<file path="src/vcs_map.svh">
// Register offsets, field positions, reset values and timing counts for the oscillator control block.
//
// Operation
// - Divider code 11 divides the reference-derived clock by 16 for calibration; reset default.
// - Calibration starts only on a 0-to-1 edge of the active start bit.
// - Clearing the active start bit discards the stored calibration result.
// - Sync field bits 7:6: 00 ignore, 01 asynchronous reset, 10 synchronous reset.
// - Sync field code 11 also leaves the counters untouched.
`ifndef VCS_MAP_SVH
`define VCS_MAP_SVH

// ----------------------------------------------------------------------------
// Register map
// ----------------------------------------------------------------------------
`define VCS_ADDR_W        10
`define VCS_SYNC_OFS      10'h019
`define VCS_CAL_OFS       10'h018
`define VCS_UPDATE_OFS    10'h232
`define VCS_STATUS_OFS    10'h01F

// ----------------------------------------------------------------------------
// Fields and reset values
// ----------------------------------------------------------------------------
`define VCS_SYNC_MSB      7
`define VCS_SYNC_LSB      6
`define VCS_DIV_MSB       2
`define VCS_DIV_LSB       1
`define VCS_START_BIT     0
`define VCS_UPDATE_BIT    0
`define VCS_SYNC_RST      8'h00
`define VCS_CAL_RST       8'h06
`define VCS_SYNC_IGNORE   2'h0
`define VCS_SYNC_ASYNC    2'h1
`define VCS_SYNC_SYNC     2'h2

// ----------------------------------------------------------------------------
// Timing
// ----------------------------------------------------------------------------
`define VCS_CAL_EDGES     8'h20
`define VCS_CNT_W         8

`endif

</file>
<file path="src/vcs_pkg.sv">
// Types shared by the oscillator control block.
package vcs_pkg;
    typedef enum logic [1:0] {VCS_IDLE, VCS_RUN, VCS_DONE} vcs_state_t;
endpackage

</file>
<file path="src/vcs_div_if.sv">
// Interface between the control top and the calibration clock divider.
`timescale 1ns/1ps
interface vcs_div_if;
    logic [1:0] div_code;
    logic       cal_tick;
    modport ctrl (output div_code, input cal_tick);
    modport div (input div_code, output cal_tick);
endinterface

</file>
<file path="src/vcs_cal_div.sv">
// Calibration clock divider producing a one-cycle tick per divided period.
`timescale 1ns/1ps
`include "vcs_map.svh"
module vcs_cal_div
    import vcs_pkg::*;
(
    // Clock and reset
    input wire logic clk,
    input wire logic rstn,
    // Divider link
    vcs_div_if.div   dv
);
    logic [3:0] cnt_ff;
    logic [3:0] nxt_cnt;
    logic [3:0] last_cnt;
    logic       tick_ff;
    logic [4:0] gap_ff;
    logic       held3_ff;

    // Terminal count is 2^(code+1)-1, so code 11 gives a period of 16.
    // The shift amount is widened first, because code 11 plus one would wrap to zero in two bits.
    assign last_cnt = 4'(({1'b0, 4'h1} << ({1'b0, dv.div_code} + 3'h1)) - 5'h01);
    assign nxt_cnt  = (cnt_ff >= last_cnt) ? 4'h0 : 4'(cnt_ff + 4'h1);
    assign dv.cal_tick = tick_ff;

    // Count reference-derived cycles.
    always_ff @(posedge clk or negedge rstn) begin
        if (!rstn) begin
            cnt_ff  <= 4'h0;
            tick_ff <= 1'b0;
        end else begin
            cnt_ff  <= nxt_cnt;
            tick_ff <= (cnt_ff >= last_cnt);
        end
    end

    // Check helpers: cycles since the last tick, and whether code 11 held over that span.
    // A small counter keeps the period check cheap instead of a long unrolled repetition.
    always_ff @(posedge clk or negedge rstn) begin
        if (!rstn) begin
            gap_ff   <= 5'h00;
            held3_ff <= 1'b0;
        end else begin
            gap_ff   <= tick_ff ? 5'h00 : ((gap_ff == 5'h1F) ? gap_ff : 5'(gap_ff + 5'h01));
            held3_ff <= (dv.div_code == 2'h3) && (tick_ff || held3_ff);
        end
    end

    chk_div_sixteen: assert property (@(posedge clk) disable iff (!rstn)
        (tick_ff && held3_ff) |-> (gap_ff == 5'h0F))
        else $error("divide-by-16 tick came early");
    chk_div_no_late: assert property (@(posedge clk) disable iff (!rstn)
        (held3_ff && gap_ff == 5'h0F) |-> tick_ff)
        else $error("divide-by-16 tick came late");
endmodule // vcs_cal_div

</file>
<file path="src/vcs_ctrl.sv">
// Top of the oscillator calibration and counter sync control block.
//
// Design decision made here: the strobed register port.
`timescale 1ns/1ps
`include "vcs_map.svh"
module vcs_ctrl
    import vcs_pkg::*;
(
    // Clock and reset
    input wire logic                     clk,
    input wire logic                     rstn,
    // Register port
    input wire logic [`VCS_ADDR_W-1:0]   reg_addr,
    input wire logic [7:0]               reg_wdata,
    input wire logic                     reg_wr,
    input wire logic                     reg_rd,
    output logic     [7:0]               reg_rdata,
    // Sync pin and counter controls
    input wire logic                     sync_n_pin,
    output logic                         cnt_async_rst,
    output logic                         cnt_sync_rst,
    // Calibration status
    output logic                         cal_busy,
    output logic                         cal_valid
);
    // ------------------------------------------------------------------------
    // Registers
    // ------------------------------------------------------------------------
    logic [7:0]  buf_sync_ff, buf_cal_ff, act_sync_ff, act_cal_ff;
    logic [7:0]  rdata_ff;
    logic        start_d_ff, sync_m_ff, sync_s_ff, sync_d_ff;
    logic        async_ff, srst_ff, busy_ff, valid_ff;
    logic [`VCS_CNT_W-1:0] edge_cnt_ff;
    vcs_state_t  state_ff, nxt_state;
    vcs_div_if   dv ();

    // ------------------------------------------------------------------------
    // Decode
    // ------------------------------------------------------------------------
    wire wr_sync   = reg_wr && (reg_addr == `VCS_SYNC_OFS);
    wire wr_cal    = reg_wr && (reg_addr == `VCS_CAL_OFS);
    wire do_update = reg_wr && (reg_addr == `VCS_UPDATE_OFS) && reg_wdata[`VCS_UPDATE_BIT];
    wire act_start = act_cal_ff[`VCS_START_BIT];
    wire start_rise = act_start && !start_d_ff;
    wire [1:0] sync_mode = act_sync_ff[`VCS_SYNC_MSB:`VCS_SYNC_LSB];
    wire sync_act  = !sync_s_ff;
    wire sync_fall = sync_act && sync_d_ff;
    wire [7:0] status = {5'h00, state_ff == VCS_RUN, valid_ff, act_start};
    wire [7:0] rd_mux = (reg_addr == `VCS_SYNC_OFS)   ? buf_sync_ff :
                        (reg_addr == `VCS_CAL_OFS)    ? buf_cal_ff  :
                        (reg_addr == `VCS_STATUS_OFS) ? status      : 8'h00;
    assign dv.div_code = act_cal_ff[`VCS_DIV_MSB:`VCS_DIV_LSB];

    // Calibration divider, run from the reference clock domain.
    vcs_cal_div u_div (.clk(clk), .rstn(rstn), .dv(dv));

    // Buffered and active register sets; an update copies the whole buffer at once.
    always_ff @(posedge clk or negedge rstn) begin
        if (!rstn) begin
            buf_sync_ff <= `VCS_SYNC_RST;
            buf_cal_ff  <= `VCS_CAL_RST;
            act_sync_ff <= `VCS_SYNC_RST;
            act_cal_ff  <= `VCS_CAL_RST;
        end else begin
            if (wr_sync) buf_sync_ff <= reg_wdata;
            if (wr_cal)  buf_cal_ff  <= reg_wdata;
            if (do_update) begin
                act_sync_ff <= buf_sync_ff;
                act_cal_ff  <= buf_cal_ff;
            end
        end
    end

    // Read data stands one cycle after the strobe only.
    always_ff @(posedge clk or negedge rstn) begin
        if (!rstn) rdata_ff <= 8'h00;
        else       rdata_ff <= reg_rd ? rd_mux : 8'h00;
    end

    // Two-flop synchroniser for the sync pin; the second stage and its one-cycle delayed copy are read.
    always_ff @(posedge clk or negedge rstn) begin
        if (!rstn) begin
            sync_m_ff <= 1'b1;
            sync_s_ff <= 1'b1;
            sync_d_ff <= 1'b1;
        end else begin
            sync_m_ff <= sync_n_pin;
            sync_s_ff <= sync_m_ff;
            sync_d_ff <= sync_s_ff;
        end
    end

    // Counter resets: async mode holds reset while the pin is low, sync mode pulses once.
    always_ff @(posedge clk or negedge rstn) begin
        if (!rstn) begin
            async_ff <= 1'b0;
            srst_ff  <= 1'b0;
        end else begin
            async_ff <= (sync_mode == `VCS_SYNC_ASYNC) && sync_act;
            srst_ff  <= (sync_mode == `VCS_SYNC_SYNC) && sync_fall;
        end
    end

    // Calibration sequencer: runs a fixed number of calibration ticks.
    always_comb begin
        nxt_state = state_ff;
        case (state_ff)
            VCS_IDLE: if (start_rise) nxt_state = VCS_RUN;
            VCS_RUN: begin
                if (!act_start) nxt_state = VCS_IDLE;
                else if (dv.cal_tick && edge_cnt_ff == `VCS_CAL_EDGES - 8'h01)
                    nxt_state = VCS_DONE;
            end
            VCS_DONE: if (!act_start) nxt_state = VCS_IDLE;
            default: nxt_state = VCS_IDLE;
        endcase
    end

    // State, tick count, result and start-edge history.
    always_ff @(posedge clk or negedge rstn) begin
        if (!rstn) begin
            state_ff    <= VCS_IDLE;
            edge_cnt_ff <= '0;
            start_d_ff  <= 1'b0;
            valid_ff    <= 1'b0;
            busy_ff     <= 1'b0;
        end else begin
            state_ff    <= nxt_state;
            start_d_ff  <= act_start;
            busy_ff     <= (nxt_state == VCS_RUN);
            if (state_ff != VCS_RUN) edge_cnt_ff <= '0;
            else if (dv.cal_tick) edge_cnt_ff <= edge_cnt_ff + 8'h01;
            if (!act_start) valid_ff <= 1'b0;
            else if (nxt_state == VCS_DONE) valid_ff <= 1'b1;
        end
    end

    assign reg_rdata     = rdata_ff;
    assign cnt_async_rst = async_ff;
    assign cnt_sync_rst  = srst_ff;
    assign cal_busy      = busy_ff;
    assign cal_valid     = valid_ff;

    // ------------------------------------------------------------------------
    // Checks
    // ------------------------------------------------------------------------
    chk_start_edge_only: assert property (@(posedge clk) disable iff (!rstn)
        (state_ff == VCS_IDLE && nxt_state == VCS_RUN) |-> (act_start && !start_d_ff))
        else $error("calibration started without rising edge");
    chk_start_runs: assert property (@(posedge clk) disable iff (!rstn)
        (state_ff == VCS_IDLE && start_rise) |=> busy_ff)
        else $error("rising edge did not start calibration");
    chk_clear_discards: assert property (@(posedge clk) disable iff (!rstn)
        !act_start |=> !valid_ff)
        else $error("result kept after start bit cleared");
    chk_async_mode: assert property (@(posedge clk) disable iff (!rstn)
        (sync_mode == `VCS_SYNC_ASYNC && sync_act) |=> async_ff)
        else $error("async reset not asserted");
    chk_sync_pulse: assert property (@(posedge clk) disable iff (!rstn)
        srst_ff |=> !srst_ff)
        else $error("sync reset longer than one cycle");
    chk_ignore_codes: assert property (@(posedge clk) disable iff (!rstn)
        (sync_mode[1] == sync_mode[0]) && $stable(sync_mode) |=> !async_ff && !srst_ff)
        else $error("counters reset in ignore mode");
    chk_update_copy: assert property (@(posedge clk) disable iff (!rstn)
        do_update |=> act_cal_ff == $past(buf_cal_ff))
        else $error("update did not copy buffer");
    chk_no_update_hold: assert property (@(posedge clk) disable iff (!rstn)
        !do_update |=> $stable(act_sync_ff) && $stable(act_cal_ff))
        else $error("active set changed without update");
endmodule // vcs_ctrl

</file>
<file path="config.mk">
export PLATFORM = sky130hd
export DESIGN_NAME = vcs_ctrl
export DESIGN_NICKNAME = d
export VERILOG_FILES = /design/src/vcs_pkg.sv /design/src/vcs_div_if.sv /design/src/vcs_cal_div.sv /design/src/vcs_ctrl.sv
export VERILOG_INCLUDE_DIRS = /design/src
export SDC_FILE = /design/constraint.sdc
export NUM_CORES = 1
export LEC_CHECK = 0
export BUFFER_PORTS_ARGS = -buffer_cell sky130_fd_sc_hd__buf_2
export CORE_ASPECT_RATIO = 0.6
export CORE_MARGIN = 2
export CORE_UTILIZATION = 35
export CTS_BUF_LIST = sky130_fd_sc_hd__clkbuf_4
export CTS_CLUSTER_DIAMETER = 200
export DETAILED_ROUTE_END_ITERATION = 7
export GPL_TIMING_DRIVEN = 0
export PLACE_DENSITY = 0.49
export SLEW_MARGIN = 10
export SYNTH_ARGS = -nofsm -noshare
export SYNTH_HDL_FRONTEND = slang
export SYNTH_HIERARCHICAL = 1
export SYNTH_SLANG_ARGS = --single-unit
</file>
<file path="constraint.sdc">
create_clock -name clk -period 3.9 [get_ports clk]
set_input_delay 0.975 -clock clk [delete_from_list [all_inputs] [get_ports clk]]
set_output_delay 0.975 -clock clk [all_outputs]
set_load 0.02 [all_outputs]
</file>
Word level (Yosys, flattened, before mapping)
Index checks and enable logic that the tools add are counted.
{"block": "totals", "register_bits": 58, "out_inout_bits": 12, "wordCells": 63}
{"block": "op_classes", "n_addsub": 4, "n_lt_le_gt_ge": 1, "n_eq_ne": 13, "shifts": 1, "n_mux": 14, "n_reduce_logical": 13}
{"cell": "$mux W8", "n": 5}
{"cell": "$eq A10 B5 Y1 const B", "n": 3}
{"cell": "$eq A10 B10 Y1 const B", "n": 1}
{"cell": "$logic_and A1 B1 Y1", "n": 9}
{"cell": "$add A8 B1 Y8 const B", "n": 1}
{"cell": "$eq A8 B5 Y1 const B", "n": 1}
{"cell": "$mux W2", "n": 4}
{"cell": "$eq A2 B1 Y1 const B", "n": 3}
{"cell": "$eq A2 B2 Y1 const B", "n": 3}
{"cell": "$pmux W2 S3", "n": 1}
{"cell": "$add A4 B1 Y4 const B", "n": 1}
{"cell": "$ge A4 B4 Y1", "n": 1}
{"cell": "$mux W4", "n": 1}
{"cell": "$ne A2 B1 Y1 const B", "n": 2}
{"cell": "$shl A1 B3 Y4 const A", "n": 1}
{"cell": "$sub A4 B1 Y4 const B", "n": 1}
{"cell": "$add A2 B1 Y3 const B", "n": 1}
{"cell": "$mux W3", "n": 1}
{"cell": "$logic_not A1 Y1", "n": 2}
{"cell": "$logic_not A2 Y1", "n": 1}
{"cell": "$mux W1", "n": 2}
{"cell": "$reduce_bool A2 Y1", "n": 1}

Longest topological paths before layout
Gate-level depths: netlist of the first run.
{"block": "depth", "depth_word": 8, "depth_mapped": 5, "depth_no_buf": 5}

Cells and area by module
The synthesis of the first run kept the hierarchy.
{"mod": "vcs_ctrl", "instances": 1, "cells_each": 146, "area_per_inst_um2": 1999.4, "seq_area_each_um2": 1184.9}
{"mod": "vcs_cal_div", "instances": 1, "cells_each": 29, "area_per_inst_um2": 312.8, "seq_area_each_um2": 125.1}

Least setup slack after synthesis of the first run
Ideal clock, no wire load.
{"block": "synth_path", "kind": "input-to-reg", "startpoint": "input reg_addr[9]", "endpoint": "register buf_cal_ff[0]", "setup_time_ps": 125, "arrival_ps": 1903, "t_required_ps": 3775, "slack_ps": 1872, "stages": 3, "n_path_buf": 0, "path_cell_list": "nor3b_2 > nand4_2 > mux2_2"}
{"block": "synth_between", "elab_chain_cells": 2}
{"item": "start, declared", "line": "vcs_ctrl.sv:13", "rtl": "input wire logic [`VCS_ADDR_W-1:0] reg_addr,"}
{"item": "$eq A10 B5 Y1 (no source line)"}
{"item": "$logic_and A1 B1 Y1", "line": "vcs_ctrl.sv:41", "rtl": "wire wr_cal = reg_wr && (reg_addr == `VCS_CAL_OFS);"}
{"item": "end signal, assigned", "line": "vcs_ctrl.sv:61", "rtl": "buf_cal_ff <= `VCS_CAL_RST;"}
{"item": "end signal, assigned", "line": "vcs_ctrl.sv:66", "rtl": "if (wr_cal) buf_cal_ff <= reg_wdata;"}
{"item": "end, declared", "line": "vcs_ctrl.sv:29", "rtl": "logic [7:0] buf_sync_ff, buf_cal_ff, act_sync_ff, act_cal_ff;"}
Every way passes these cells.
A chain may end at the register's enable or synchronous reset.

Worst setup path in the final report of the first run
Ends and elaborated chain as after synthesis.

==> impl_metrics.env, run 1 <==
export IMPL_status="completed"
export IMPL_std_cell_rows=22
export IMPL_clock_tree_htree_level_count=2
export IMPL_worst_max_slew_margin_expressed_relative_to_the_limit=0.580
export IMPL_min_tclk_post_route_ps=1960
export IMPL_synth_net_count=204
export IMPL_die_x_um=109
export IMPL_cts_buffers=5
export IMPL_critical_path_rt_ps=4160
export IMPL_synthDistinctLibCells=46
export IMPL_drc=0
export IMPL_vdd_ir_drop_worst_mv=0.150
export IMPL_maxSlewViolCount=0
export IMPL_clock_sinks=52
export IMPL_layout_nets=245
export IMPL_cp_max_fo=8
export IMPL_tritoncts_clock_tree="yes"
export IMPL_area_sequential_um2=1310
export IMPL_pin_count_of_the_biggest_net_entering_global_routing=53
export IMPL_worstMarginPinSlew_ps=630
export IMPL_postCtsResizedCells=0
export IMPL_ctsRootBufferMaster="sky130_fd_sc_hd__clkbuf_4"
export IMPL_cellLeakagePower_nw=1.26
export IMPL_final_hold_viol_count=0
export IMPL_io_pins=35
export IMPL_multi_input_area_um2=963
export IMPL_worst_hold_path_type="reg2reg"
export IMPL_area_growth_pct=14.7
export IMPL_worstSetupStartpointType="input pin"
export IMPL_detailed_place_hpwl_um=3220
export IMPL_syn_area_cell_um2=13.2
export IMPL_ys_top_cells_by_count="sky130_fd_sc_hd__dfrtp_1 (45), sky130_fd_sc_hd__mux2_2 (22), sky130_fd_sc_hd__nor2_1 (13), sky130_fd_sc_hd__dfstp_2 (7), sky130_fd_sc_hd__inv_1 (7)"
export IMPL_placeable_area_um2=6250
export IMPL_setup_repair_after_global_routing_missed_its_margin="no"
export IMPL_synth_edf_count=0
export IMPL_grt_first_pass_wirelength_um=7160
export IMPL_report_final_setup_viol=0
export IMPL_max_cap_violations=0
export IMPL_via_count=1476
export IMPL_crit_start="reg_addr[9]"
export IMPL_regToRegStartpoint="edge_cnt_ff[5]$_DFFE_PN0P_"
export IMPL_syn_std_cell_area_um2=2310
export IMPL_setup_worst_path_class="in2reg"
export IMPL_max_clock_path_buffers=2
export IMPL_grt_util_all_layers=0.130
export IMPL_fmax_mhz=509
export IMPL_drive_above_1_share=0.401
export IMPL_asyncSetResetFlopFracSynth=1.00
export IMPL_yosys_register_bits=52
export IMPL_setup_tns_final_ps=0
export IMPL_register_area_share_after_synthesis=0.567
export IMPL_die_area_um2=7290
export IMPL_initial_utilization=0.370
export IMPL_first_global_vias=1528
export IMPL_power_per_cell_area_nw_per_um2=349
export IMPL_post_cts_buffers=0
export IMPL_synth_warnings=6
export IMPL_insertedDiodeCount=0
export IMPL_post_cts_hold_buffer_count=0
export IMPL_insertion_delay_ps=360
export IMPL_yosys_most_used_dff="sky130_fd_sc_hd__dfrtp_1"
export IMPL_via_per_inst=4.90
export IMPL_worst_setup_hold_path_clk_slew_ps=150
export IMPL_hold_path_startpoint="sync_m_ff$_DFF_PN1_"
export IMPL_cp_data_arrival_time_ps=2220
export IMPL_post_drt_wl_per_cell_um=14.4
export IMPL_detailedRoute_firstIterationViolations=15
export IMPL_synth_largest_area_cell="sky130_fd_sc_hd__dfrtp_1"
export IMPL_gpl_congestion=0.737
export IMPL_hold_worst_slack_ps=372
export IMPL_synth_area_top_cells="sky130_fd_sc_hd__dfrtp_1 (49%), sky130_fd_sc_hd__mux2_2 (11%), sky130_fd_sc_hd__dfstp_2 (8.0%), sky130_fd_sc_hd__ha_1 (3.2%), sky130_fd_sc_hd__mux2i_1 (2.6%)"
export IMPL_antenna_found_initial=0
export IMPL_post_synth_inst_count=175
export IMPL_drt_pass1_iterations=4
export IMPL_synth_most_common_cell="sky130_fd_sc_hd__dfrtp_1"
export IMPL_timing_final_crit_share=0.503
export IMPL_worstSetupEndpointType="flip-flop"
export IMPL_fill_cells=569
export IMPL_drtAntennaViolNets=0
export IMPL_yosys_area_top_type_share=0.487
export IMPL_routed_wirelength_um=4340
export IMPL_timing_clock_skew_ps=10.3
export IMPL_die_height_um=67.0
export IMPL_buffer_ports_inserted=34
export IMPL_grt_overflow=0
-- layout make-up --
class                           instances  area share
Buffer                                  2     0.00472
Inverter                                7     0.00991
Timing Repair Buffer                   34      0.0651
Sequential cell                        52       0.494
Tap cell                               84      0.0396
Clock buffer                            5      0.0142
Clock inverter                          3     0.00897
Multi-Input combinational cell        114       0.363
-- registers in the layout, summed over array words and instances (netlist names) --
signal and count:
edge_cnt_ff 8, buf_cal_ff 8, act_cal_ff 3, act_sync_ff 2, cal_valid 1, cnt_async_rst 1
state_ff 2, sync_d_ff 1, cal_busy 1, u_div/dv.cal_tick 1, start_d_ff 1, reg_rdata 8
sync_m_ff 1, buf_sync_ff 8, u_div/cnt_ff 4, cnt_sync_rst 1, sync_s_ff 1
-- worst paths after layout --
check	to	slack, ps	depth (start not counted)
worst max-delay path	buf_cal_ff[0]$_DFFE_PN0P_	1940	4
worst min-delay path	sync_s_ff$_DFF_PN1_	370	0
worst max register to register	state_ff[1]$_DFF_PN0_	2380	3
worst min register to register	sync_s_ff$_DFF_PN1_	370	0
max in group asynchronous	buf_sync_ff[0]$_DFFE_PN0P_	2870	1
min in group asynchronous	buf_cal_ff[7]$_DFFE_PN0P_	610	1
-- per-stage QoR --
stage | total power [mW] | worst slack (ps) | area [um^2] | util | instances
finish | 0.925 | 1940 | 2650 | 0.424 | 301
global route | 0.973 | 1910 | 2650 | 0.424 | 301
CTS | 0.937 | 1940 | 2650 | 0.424 | 301
detailed placement | 0.687 | 1530 | 2590 | 0.414 | 293
global placement | 0.681 | 1530 | 2590 | 0.414 | 293
floorplan | 0.644 | 1870 | 2310 | - | 175
-- critical path, cell delays in order --
cell and delay [ps]:
sky130_fd_sc_hd__buf_2 110, sky130_fd_sc_hd__nor3b_2 400, sky130_fd_sc_hd__nand4_2 370, sky130_fd_sc_hd__mux2_2 380
-- placed cells by master (no fill, tap or decap), drive strengths merged, types with 2 or more instances in the layout --
cell	instances
clkinvlp	2
clkbuf	5
mux2i	6
dfstp	7
nand3	7
dfrtp	45
o21ai	4
inv	7
nor3	4
buf	36
a221oi	2
nor2b	2
and2	2
nor3b	4
ha	6
nor2	13
a21oi	5
nor4bb	2
nand2	7
xor2	4
or3	2
mux2	22
nand4	5
nor4b	4
xnor2	2
-- per-layer routing --
metal,routed length (um),global-route usage,vias to the layer above,share of wire
met5,0,0,-,0
met1,2170,0.172,746,0.50
met4,19,0.0321,0,0.0044
li1,-,-,708,-
met2,1970,0.207,20,0.45
met3,179,0.0440,2,0.041
-- logic make-up after synthesis --
kind of cell | Yosys count | synth area share
mux | 28 | 0.133
fa+ha+maj | 6 | 0.0325
xor+xnor | 6 | 0.0227
buf+inv | 9 | 0.0168
simple gates | 58 | 0.176
other cells | 1 | 0.00162
flops | 52 | 0.567
compound gates | 15 | 0.0509
-- report_power, final --
part	switching (mW)	internal, mW
logic	0.0634	0.0474
clock network	0.177	0.0714
registers	0.00987	0.555
No activity file was read; power rests on OpenSTA's default activity.
==> run 2: changes to the inputs <==
--- a/config.mk
+++ b/config.mk
@@ -14,7 +14,7 @@
 export CTS_CLUSTER_DIAMETER = 200
 export DETAILED_ROUTE_END_ITERATION = 7
 export GPL_TIMING_DRIVEN = 0
-export PLACE_DENSITY = 0.49
+export PLACE_DENSITY = 0.51
 export SLEW_MARGIN = 10
 export SYNTH_ARGS = -nofsm -noshare
 export SYNTH_HDL_FRONTEND = slang
==> constraint.sdc (replaced) <==
create_clock -name clk -period 1.7 [get_ports clk]
set_input_delay 0.425 -clock clk [delete_from_list [all_inputs] [get_ports clk]]
set_output_delay 0.425 -clock clk [all_outputs]
set_load 0.02 [all_outputs]
==> run 2 against run 1 <==
Compared with the run above:
- utilization up 0.22 points
- die area unchanged
- power up 140%
- highest routed layer unchanged
- via count down 1.3%
- largest cell class unchanged
- count of clock-buffer cells in the layout unchanged
- clock skew down 2.7 ps
- register-to-register slack worse by 2200 ps
- critical path type is now reg2reg
- non-clock buffer count unchanged
- clock power rose to 2.7 times the previous value
- global-route usage down 0.40 points
- flip-flop and latch count unchanged
- first-iteration DRC count rose to 3.8 times the previous value
==> impl_metrics.env, run 2 (synthesis results as in run 1) <==
export IMPL_status="completed"
export IMPL_hold_worst_slack_ps=77.6
export IMPL_cts_buffers=5
export IMPL_worstSetupEndpointType="flip-flop"
export IMPL_timing_final_crit_share=0.910
export IMPL_layout_nets=245
export IMPL_grt_first_pass_wirelength_um=6840
export IMPL_overall_power_after_layout_mw=2.22
export IMPL_fmax_mhz=647
export IMPL_worst_max_slew_margin_expressed_relative_to_the_limit=0.558
export IMPL_min_tclk_post_route_ps=1550
export IMPL_regToRegStartpoint="edge_cnt_ff[5]$_DFFE_PN0P_"
export IMPL_power_per_cell_area_nw_per_um2=833
export IMPL_worstMarginPinSlew_ps=663
export IMPL_pin_count_of_the_biggest_net_entering_global_routing=53
export IMPL_worst_r2r_path_depth=3
export IMPL_setup_worst_path_class="reg2reg"
export IMPL_worst_r2r_setup_slack_ps=150
export IMPL_stdcell_count=301
export IMPL_io_pins=35
export IMPL_clock_tree_htree_level_count=2
export IMPL_grt_util_all_layers=0.126
export IMPL_cellLeakagePower_nw=1.27
export IMPL_critical_path_endpoint="state_ff[1]$_DFF_PN0_"
export IMPL_post_place_instance_area_um2=2590
export IMPL_placeable_area_um2=6250
export IMPL_detailed_place_hpwl_um=2980
export IMPL_post_cts_buffers=0
export IMPL_drive_above_1_share=0.392
export IMPL_post_place_ws_ps=-139
export IMPL_max_clock_path_buffers=2
export IMPL_placed_cells_incl_taps=293
export IMPL_detailedRoute_firstIterationViolations=57
export IMPL_fill_cells=594
export IMPL_die_x_um=109
export IMPL_crit_start="edge_cnt_ff[5]$_DFFE_PN0P_"
export IMPL_clock_sinks=52
export IMPL_routed_wirelength_um=4170
export IMPL_via_per_inst=4.84
export IMPL_drc=0
export IMPL_vdd_ir_drop_worst_mv=0.394
export IMPL_drt_pass1_iterations=4
export IMPL_worst_setup_hold_path_clk_slew_ps=140
export IMPL_setup_repair_after_global_routing_missed_its_margin="no"
export IMPL_tritoncts_clock_tree="yes"
export IMPL_cp_data_arrival_time_ps=1860
export IMPL_postCtsResizedCells=0
export IMPL_antenna_found_initial=0
export IMPL_postLayoutSetupSlackWorst_ps=154
export IMPL_ctsRootBufferMaster="sky130_fd_sc_hd__clkbuf_4"
export IMPL_initial_utilization=0.370
export IMPL_worst_hold_path_type="in2async"
export IMPL_critical_path_rt_ps=2010
export IMPL_grt_overflow=0
export IMPL_max_cap_violations=0
export IMPL_post_drt_wl_per_cell_um=13.9
export IMPL_via_count=1457
export IMPL_cp_max_fo=4
export IMPL_setup_tns_final_ps=0
export IMPL_gpl_congestion=0.754
export IMPL_worstSetupStartpointType="flip-flop"
export IMPL_insertedDiodeCount=0
export IMPL_insertion_delay_ps=360
export IMPL_maxSlewViolCount=0
export IMPL_std_cell_rows=22
export IMPL_buffer_ports_inserted=34
export IMPL_post_cts_hold_buffer_count=0
export IMPL_drtAntennaViolNets=0
export IMPL_report_final_setup_viol=0
export IMPL_die_area_um2=7290
export IMPL_final_cell_area_um2=2670
export IMPL_area_growth_pct=15.3
export IMPL_die_height_um=67.0
export IMPL_most_frequent_standard_cell_in_the_layout_excluding_fill_and_tap_cells="sky130_fd_sc_hd__dfrtp_1"
export IMPL_timing_rr_end="state_ff[1]$_DFF_PN0_"
export IMPL_first_global_vias=1352
export IMPL_layout_common_cells="sky130_fd_sc_hd__dfrtp_1 (45), sky130_fd_sc_hd__buf_2 (34), sky130_fd_sc_hd__mux2_2 (22), sky130_fd_sc_hd__nor2_1 (13)"
export IMPL_final_hold_viol_count=0
export IMPL_finalCoreUtilization=0.427
export IMPL_timing_clock_skew_ps=7.61
-- run 2: cell count changes in the layout (fill, tap and decap cells not counted) --
cell / before / now
sky130_fd_sc_hd__clkinv_1: 0 / 2
sky130_fd_sc_hd__bufinv_16: 0 / 1
sky130_fd_sc_hd__clkinvlp_4: 2 / 0
sky130_fd_sc_hd__clkinv_4: 1 / 0
-- run 2: worst max-delay path: stages, from the launching register on --
cell and delay (ps):
sky130_fd_sc_hd__dfrtp_1 440, sky130_fd_sc_hd__or4b_4 560, sky130_fd_sc_hd__o41ai_2 330, sky130_fd_sc_hd__and2_1 180
-- run 2: layer usage --
metal	share of wire	up-vias	GRT usage
met5	0	-	0
met4	0.013	0	0.0433
met3	0.049	7	0.0333
met2	0.37	28	0.158
met1	0.57	715	0.201
li1	-	707	-
-- run 2: worst min path at each step --
stage,cells past startpoint,endpoint,slack [ps],start
final,1,u_div/cnt_ff[0]$_DFF_PN0_,80,rstn
after global routing,1,cnt_async_rst$_DFF_PN0_,100,rstn
after CTS,1,sync_m_ff$_DFF_PN1_,120,sync_n_pin
after detailed placement,0,sync_s_ff$_DFF_PN1_,350,sync_m_ff$_DFF_PN1_
after global placement,0,sync_s_ff$_DFF_PN1_,350,sync_m_ff$_DFF_PN1_
after floorplan,0,act_cal_ff[0]$_DFFE_PN0P_,130,rstn
-- run 2: power by group --
group | internal, mW | switching, mW | leakage (nW)
clock network | 0.301 | 0.370 | 0.0403
registers | 1.27 | 0.0208 | 0.696
logic | 0.107 | 0.147 | 0.538
total | 1.68 | 0.537 | 1.27
-- run 2: cell type report --
| type | count | area [um^2] | area share |
|---|---|---|---|
| sequential | 52 | 1310 | 0.492 |
| tap | 84 | 105 | 0.0394 |
| buffer | 2 | 12.5 | 0.00469 |
| inverter | 7 | 26.3 | 0.00986 |
| clock inverter | 3 | 37.5 | 0.0141 |
| clock buffer | 5 | 37.5 | 0.0141 |
| multi-input combinational | 114 | 963 | 0.362 |
| timing repair buffer | 34 | 173 | 0.0648 |
==> run 3: changes to the inputs <==
--- a/config.mk
+++ b/config.mk
@@ -11,10 +11,11 @@
 export CORE_MARGIN = 2
 export CORE_UTILIZATION = 35
 export CTS_BUF_LIST = sky130_fd_sc_hd__clkbuf_4
-export CTS_CLUSTER_DIAMETER = 200
+export CTS_CLUSTER_DIAMETER = 40
 export DETAILED_ROUTE_END_ITERATION = 7
 export GPL_TIMING_DRIVEN = 0
-export PLACE_DENSITY = 0.51
+export PLACE_DENSITY = 0.49
+export RECOVER_POWER = 100
 export SLEW_MARGIN = 10
 export SYNTH_ARGS = -nofsm -noshare
 export SYNTH_HDL_FRONTEND = slang
==> constraint.sdc (replaced) <==
create_clock -name clk -period 1.8 [get_ports clk]
set_input_delay 0.45 -clock clk [delete_from_list [all_inputs] [get_ports clk]]
set_output_delay 0.45 -clock clk [all_outputs]
set_load 0.02 [all_outputs]
==> run 3 against run 2 <==
Compared with the run above:
- final area is 2.5% lower
- sequential power is 5% lower
- clock skew increased by 3.7 ps
- die area unchanged
- final cell count unchanged
- routed wire length grew 4.4%
- first-iteration DRC count is 58% lower
- register-to-register slack improved by 60 ps
==> impl_metrics.env, run 3 (synthesis results as in run 1) <==
export IMPL_status="completed"
export IMPL_critical_path_rt_ps=2060
export IMPL_cp_data_arrival_time_ps=1900
export IMPL_layout_common_cells="sky130_fd_sc_hd__dfrtp_1 (45), sky130_fd_sc_hd__mux2_2 (22), sky130_fd_sc_hd__buf_2 (20), sky130_fd_sc_hd__clkbuf_1 (14), sky130_fd_sc_hd__nor2_1 (13)"
export IMPL_clock_tree_htree_level_count=2
export IMPL_io_pins=35
export IMPL_ctsRootBufferMaster="sky130_fd_sc_hd__clkbuf_4"
export IMPL_p_sw_mw=0.539
export IMPL_std_cell_rows=22
export IMPL_switching_part_of_the_total_power=0.270
export IMPL_final_hold_viol_count=0
export IMPL_postCtsResizedCells=0
export IMPL_gpl_congestion=0.737
export IMPL_first_global_vias=1528
export IMPL_routed_wirelength_um=4360
export IMPL_placeable_area_um2=6250
export IMPL_die_height_um=67.0
export IMPL_worstMarginPinSlew_ps=1250
export IMPL_cts_buffers=5
export IMPL_pin_count_of_the_biggest_net_entering_global_routing=53
export IMPL_slowest_delay_ps=490
export IMPL_route_met2_wl_um=1970
export IMPL_most_frequent_standard_cell_in_the_layout_excluding_fill_and_tap_cells="sky130_fd_sc_hd__dfrtp_1"
export IMPL_area_growth_pct=12.3
export IMPL_power_per_cell_area_nw_per_um2=768
export IMPL_insertion_delay_ps=360
export IMPL_worst_hold_path_type="in2reg"
export IMPL_vdd_ir_drop_worst_mv=0.324
export IMPL_post_cts_hold_buffer_count=0
export IMPL_fmax_mhz=611
export IMPL_timing_clock_skew_ps=11.3
export IMPL_cp_max_fo=8
export IMPL_detailroute_wirelength_met3_um=200
export IMPL_drc=0
export IMPL_buffer_ports_inserted=34
export IMPL_drive_above_1_share=0.300
export IMPL_antenna_found_initial=0
export IMPL_critical_path_cell_by_cell="clkbuf_1 > nor4b_1 > nand4_1 > mux2_2"
export IMPL_overall_power_after_layout_mw=1.99
export IMPL_maxSlewViolCount=0
export IMPL_max_clock_path_buffers=2
export IMPL_power_report_internal_total_mw=1.46
export IMPL_clockPowerShare=0.269
export IMPL_worstSetupEndpointType="flip-flop"
export IMPL_comb_power_share=0.117
export IMPL_tritoncts_clock_tree="yes"
export IMPL_via_per_inst=4.91
export IMPL_hold_worst_slack_ps=160
export IMPL_critical_path_slowest_cell="sky130_fd_sc_hd__nand4_1"
export IMPL_fill_cells=587
export IMPL_drt_pass1_iterations=4
export IMPL_timing_final_crit_share=0.910
export IMPL_cellLeakagePower_nw=1.18
export IMPL_post_cts_buffers=0
export IMPL_min_tclk_post_route_ps=1640
export IMPL_die_area_um2=7290
export IMPL_post_drt_wl_per_cell_um=14.5
export IMPL_worst_r2r_setup_slack_ps=210
export IMPL_die_x_um=109
export IMPL_initial_utilization=0.370
export IMPL_setup_worst_path_class="in2reg"
export IMPL_grt_first_pass_wirelength_um=7160
export IMPL_insertedDiodeCount=0
export IMPL_grt_overflow=0
export IMPL_worstSetupStartpointType="input pin"
export IMPL_detailedRoute_firstIterationViolations=24
export IMPL_grt_util_all_layers=0.130
export IMPL_setup_repair_after_global_routing_missed_its_margin="no"
export IMPL_via_count=1478
export IMPL_drtAntennaViolNets=0
export IMPL_report_final_setup_viol=0
export IMPL_detailed_place_hpwl_um=3220
export IMPL_critical_path_top_delay_family="simple AND/OR/NAND/NOR gates"
export IMPL_worst_setup_hold_path_clk_slew_ps=150
export IMPL_buffers_plus_inverters_on_the_worst_setup_path=1
export IMPL_layout_nets=245
export IMPL_setup_tns_final_ps=0
export IMPL_metal_1_wl_um=2170
export IMPL_max_cap_violations=0
export IMPL_sequentialPowerShare=0.614
export IMPL_worst_max_slew_margin_expressed_relative_to_the_limit=0.165
export IMPL_clock_sinks=52
export IMPL_route_top_layer_used="met4"
[run 3: cell types whose count changed in the layout (fill, tap and decap cells not counted), sizes merged]
cell,delta
clkinvlp,+2
buf,-15
bufinv,-1
clkbuf,+15
clkinv,-1
[run 3: per-layer routing]
| metal | up-vias | track usage |
|---|---|---|
| met4 | 0 | 0.0321 |
| met5 | - | 0 |
| li1 | 708 | - |
| met1 | 744 | 0.172 |
| met2 | 24 | 0.207 |
| met3 | 2 | 0.0440 |
[run 3: worst paths after layout]
check	startpoint	end	cells after the start
setup / recovery	reg_addr[7]	buf_cal_ff[0]$_DFFE_PN0P_	4
hold / removal	sync_n_pin	sync_m_ff$_DFF_PN1_	1
setup reg to reg	act_cal_ff[2]$_DFFE_PN1P_	u_div/dv.cal_tick$_DFF_PN0_	5
hold reg to reg	sync_m_ff$_DFF_PN1_	sync_s_ff$_DFF_PN1_	0
max in group asynchronous	rstn	buf_sync_ff[0]$_DFFE_PN0P_	1
min in group asynchronous	rstn	buf_cal_ff[7]$_DFFE_PN0P_	1
[run 3: layout make-up]
type / count / area (um^2) / share of cell area
buffer: 2 / 12.5 / 0.00482
clock buffer: 5 / 37.5 / 0.0145
clock inverter: 3 / 23.8 / 0.00915
inverter: 7 / 26.3 / 0.0101
multi-input combinational: 114 / 930 / 0.358
sequential: 52 / 1310 / 0.504
tap: 84 / 105 / 0.0405
timing repair buffer: 34 / 153 / 0.0588
[run 3: worst reg2reg max path, cell delays in order (launching register included)]
cell,delay (ps)
sky130_fd_sc_hd__dfstp_1,590
sky130_fd_sc_hd__nand2_1,70
sky130_fd_sc_hd__ha_1,310
sky130_fd_sc_hd__a21oi_1,150
sky130_fd_sc_hd__nand2_1,140
sky130_fd_sc_hd__or2_1,230
[run 3: power by group through the flow]
stage / sequential [mW] / clock (mW) / combinational [mW]
floorplan: 1.24 / 0 / 0.156
global placement: 1.24 / 0 / 0.232
detailed placement: 1.25 / 0 / 0.242
CTS: 1.23 / 0.561 / 0.244
global route: 1.23 / 0.615 / 0.254
finish: 1.22 / 0.537 / 0.232
[run 3: through the flow]
| stage | util | cell area, um^2 | instances | setup slack (ps) |
|---|---|---|---|---|
| finish | 0.416 | 2600 | 301 | 162 |
| global placement | 0.414 | 2590 | 293 | -42.3 |
| CTS | 0.424 | 2650 | 301 | 271 |
| detailed placement | 0.414 | 2590 | 293 | -49.8 |
| global route | 0.416 | 2600 | 301 | 110 |
| floorplan | - | 2310 | 175 | 297 |
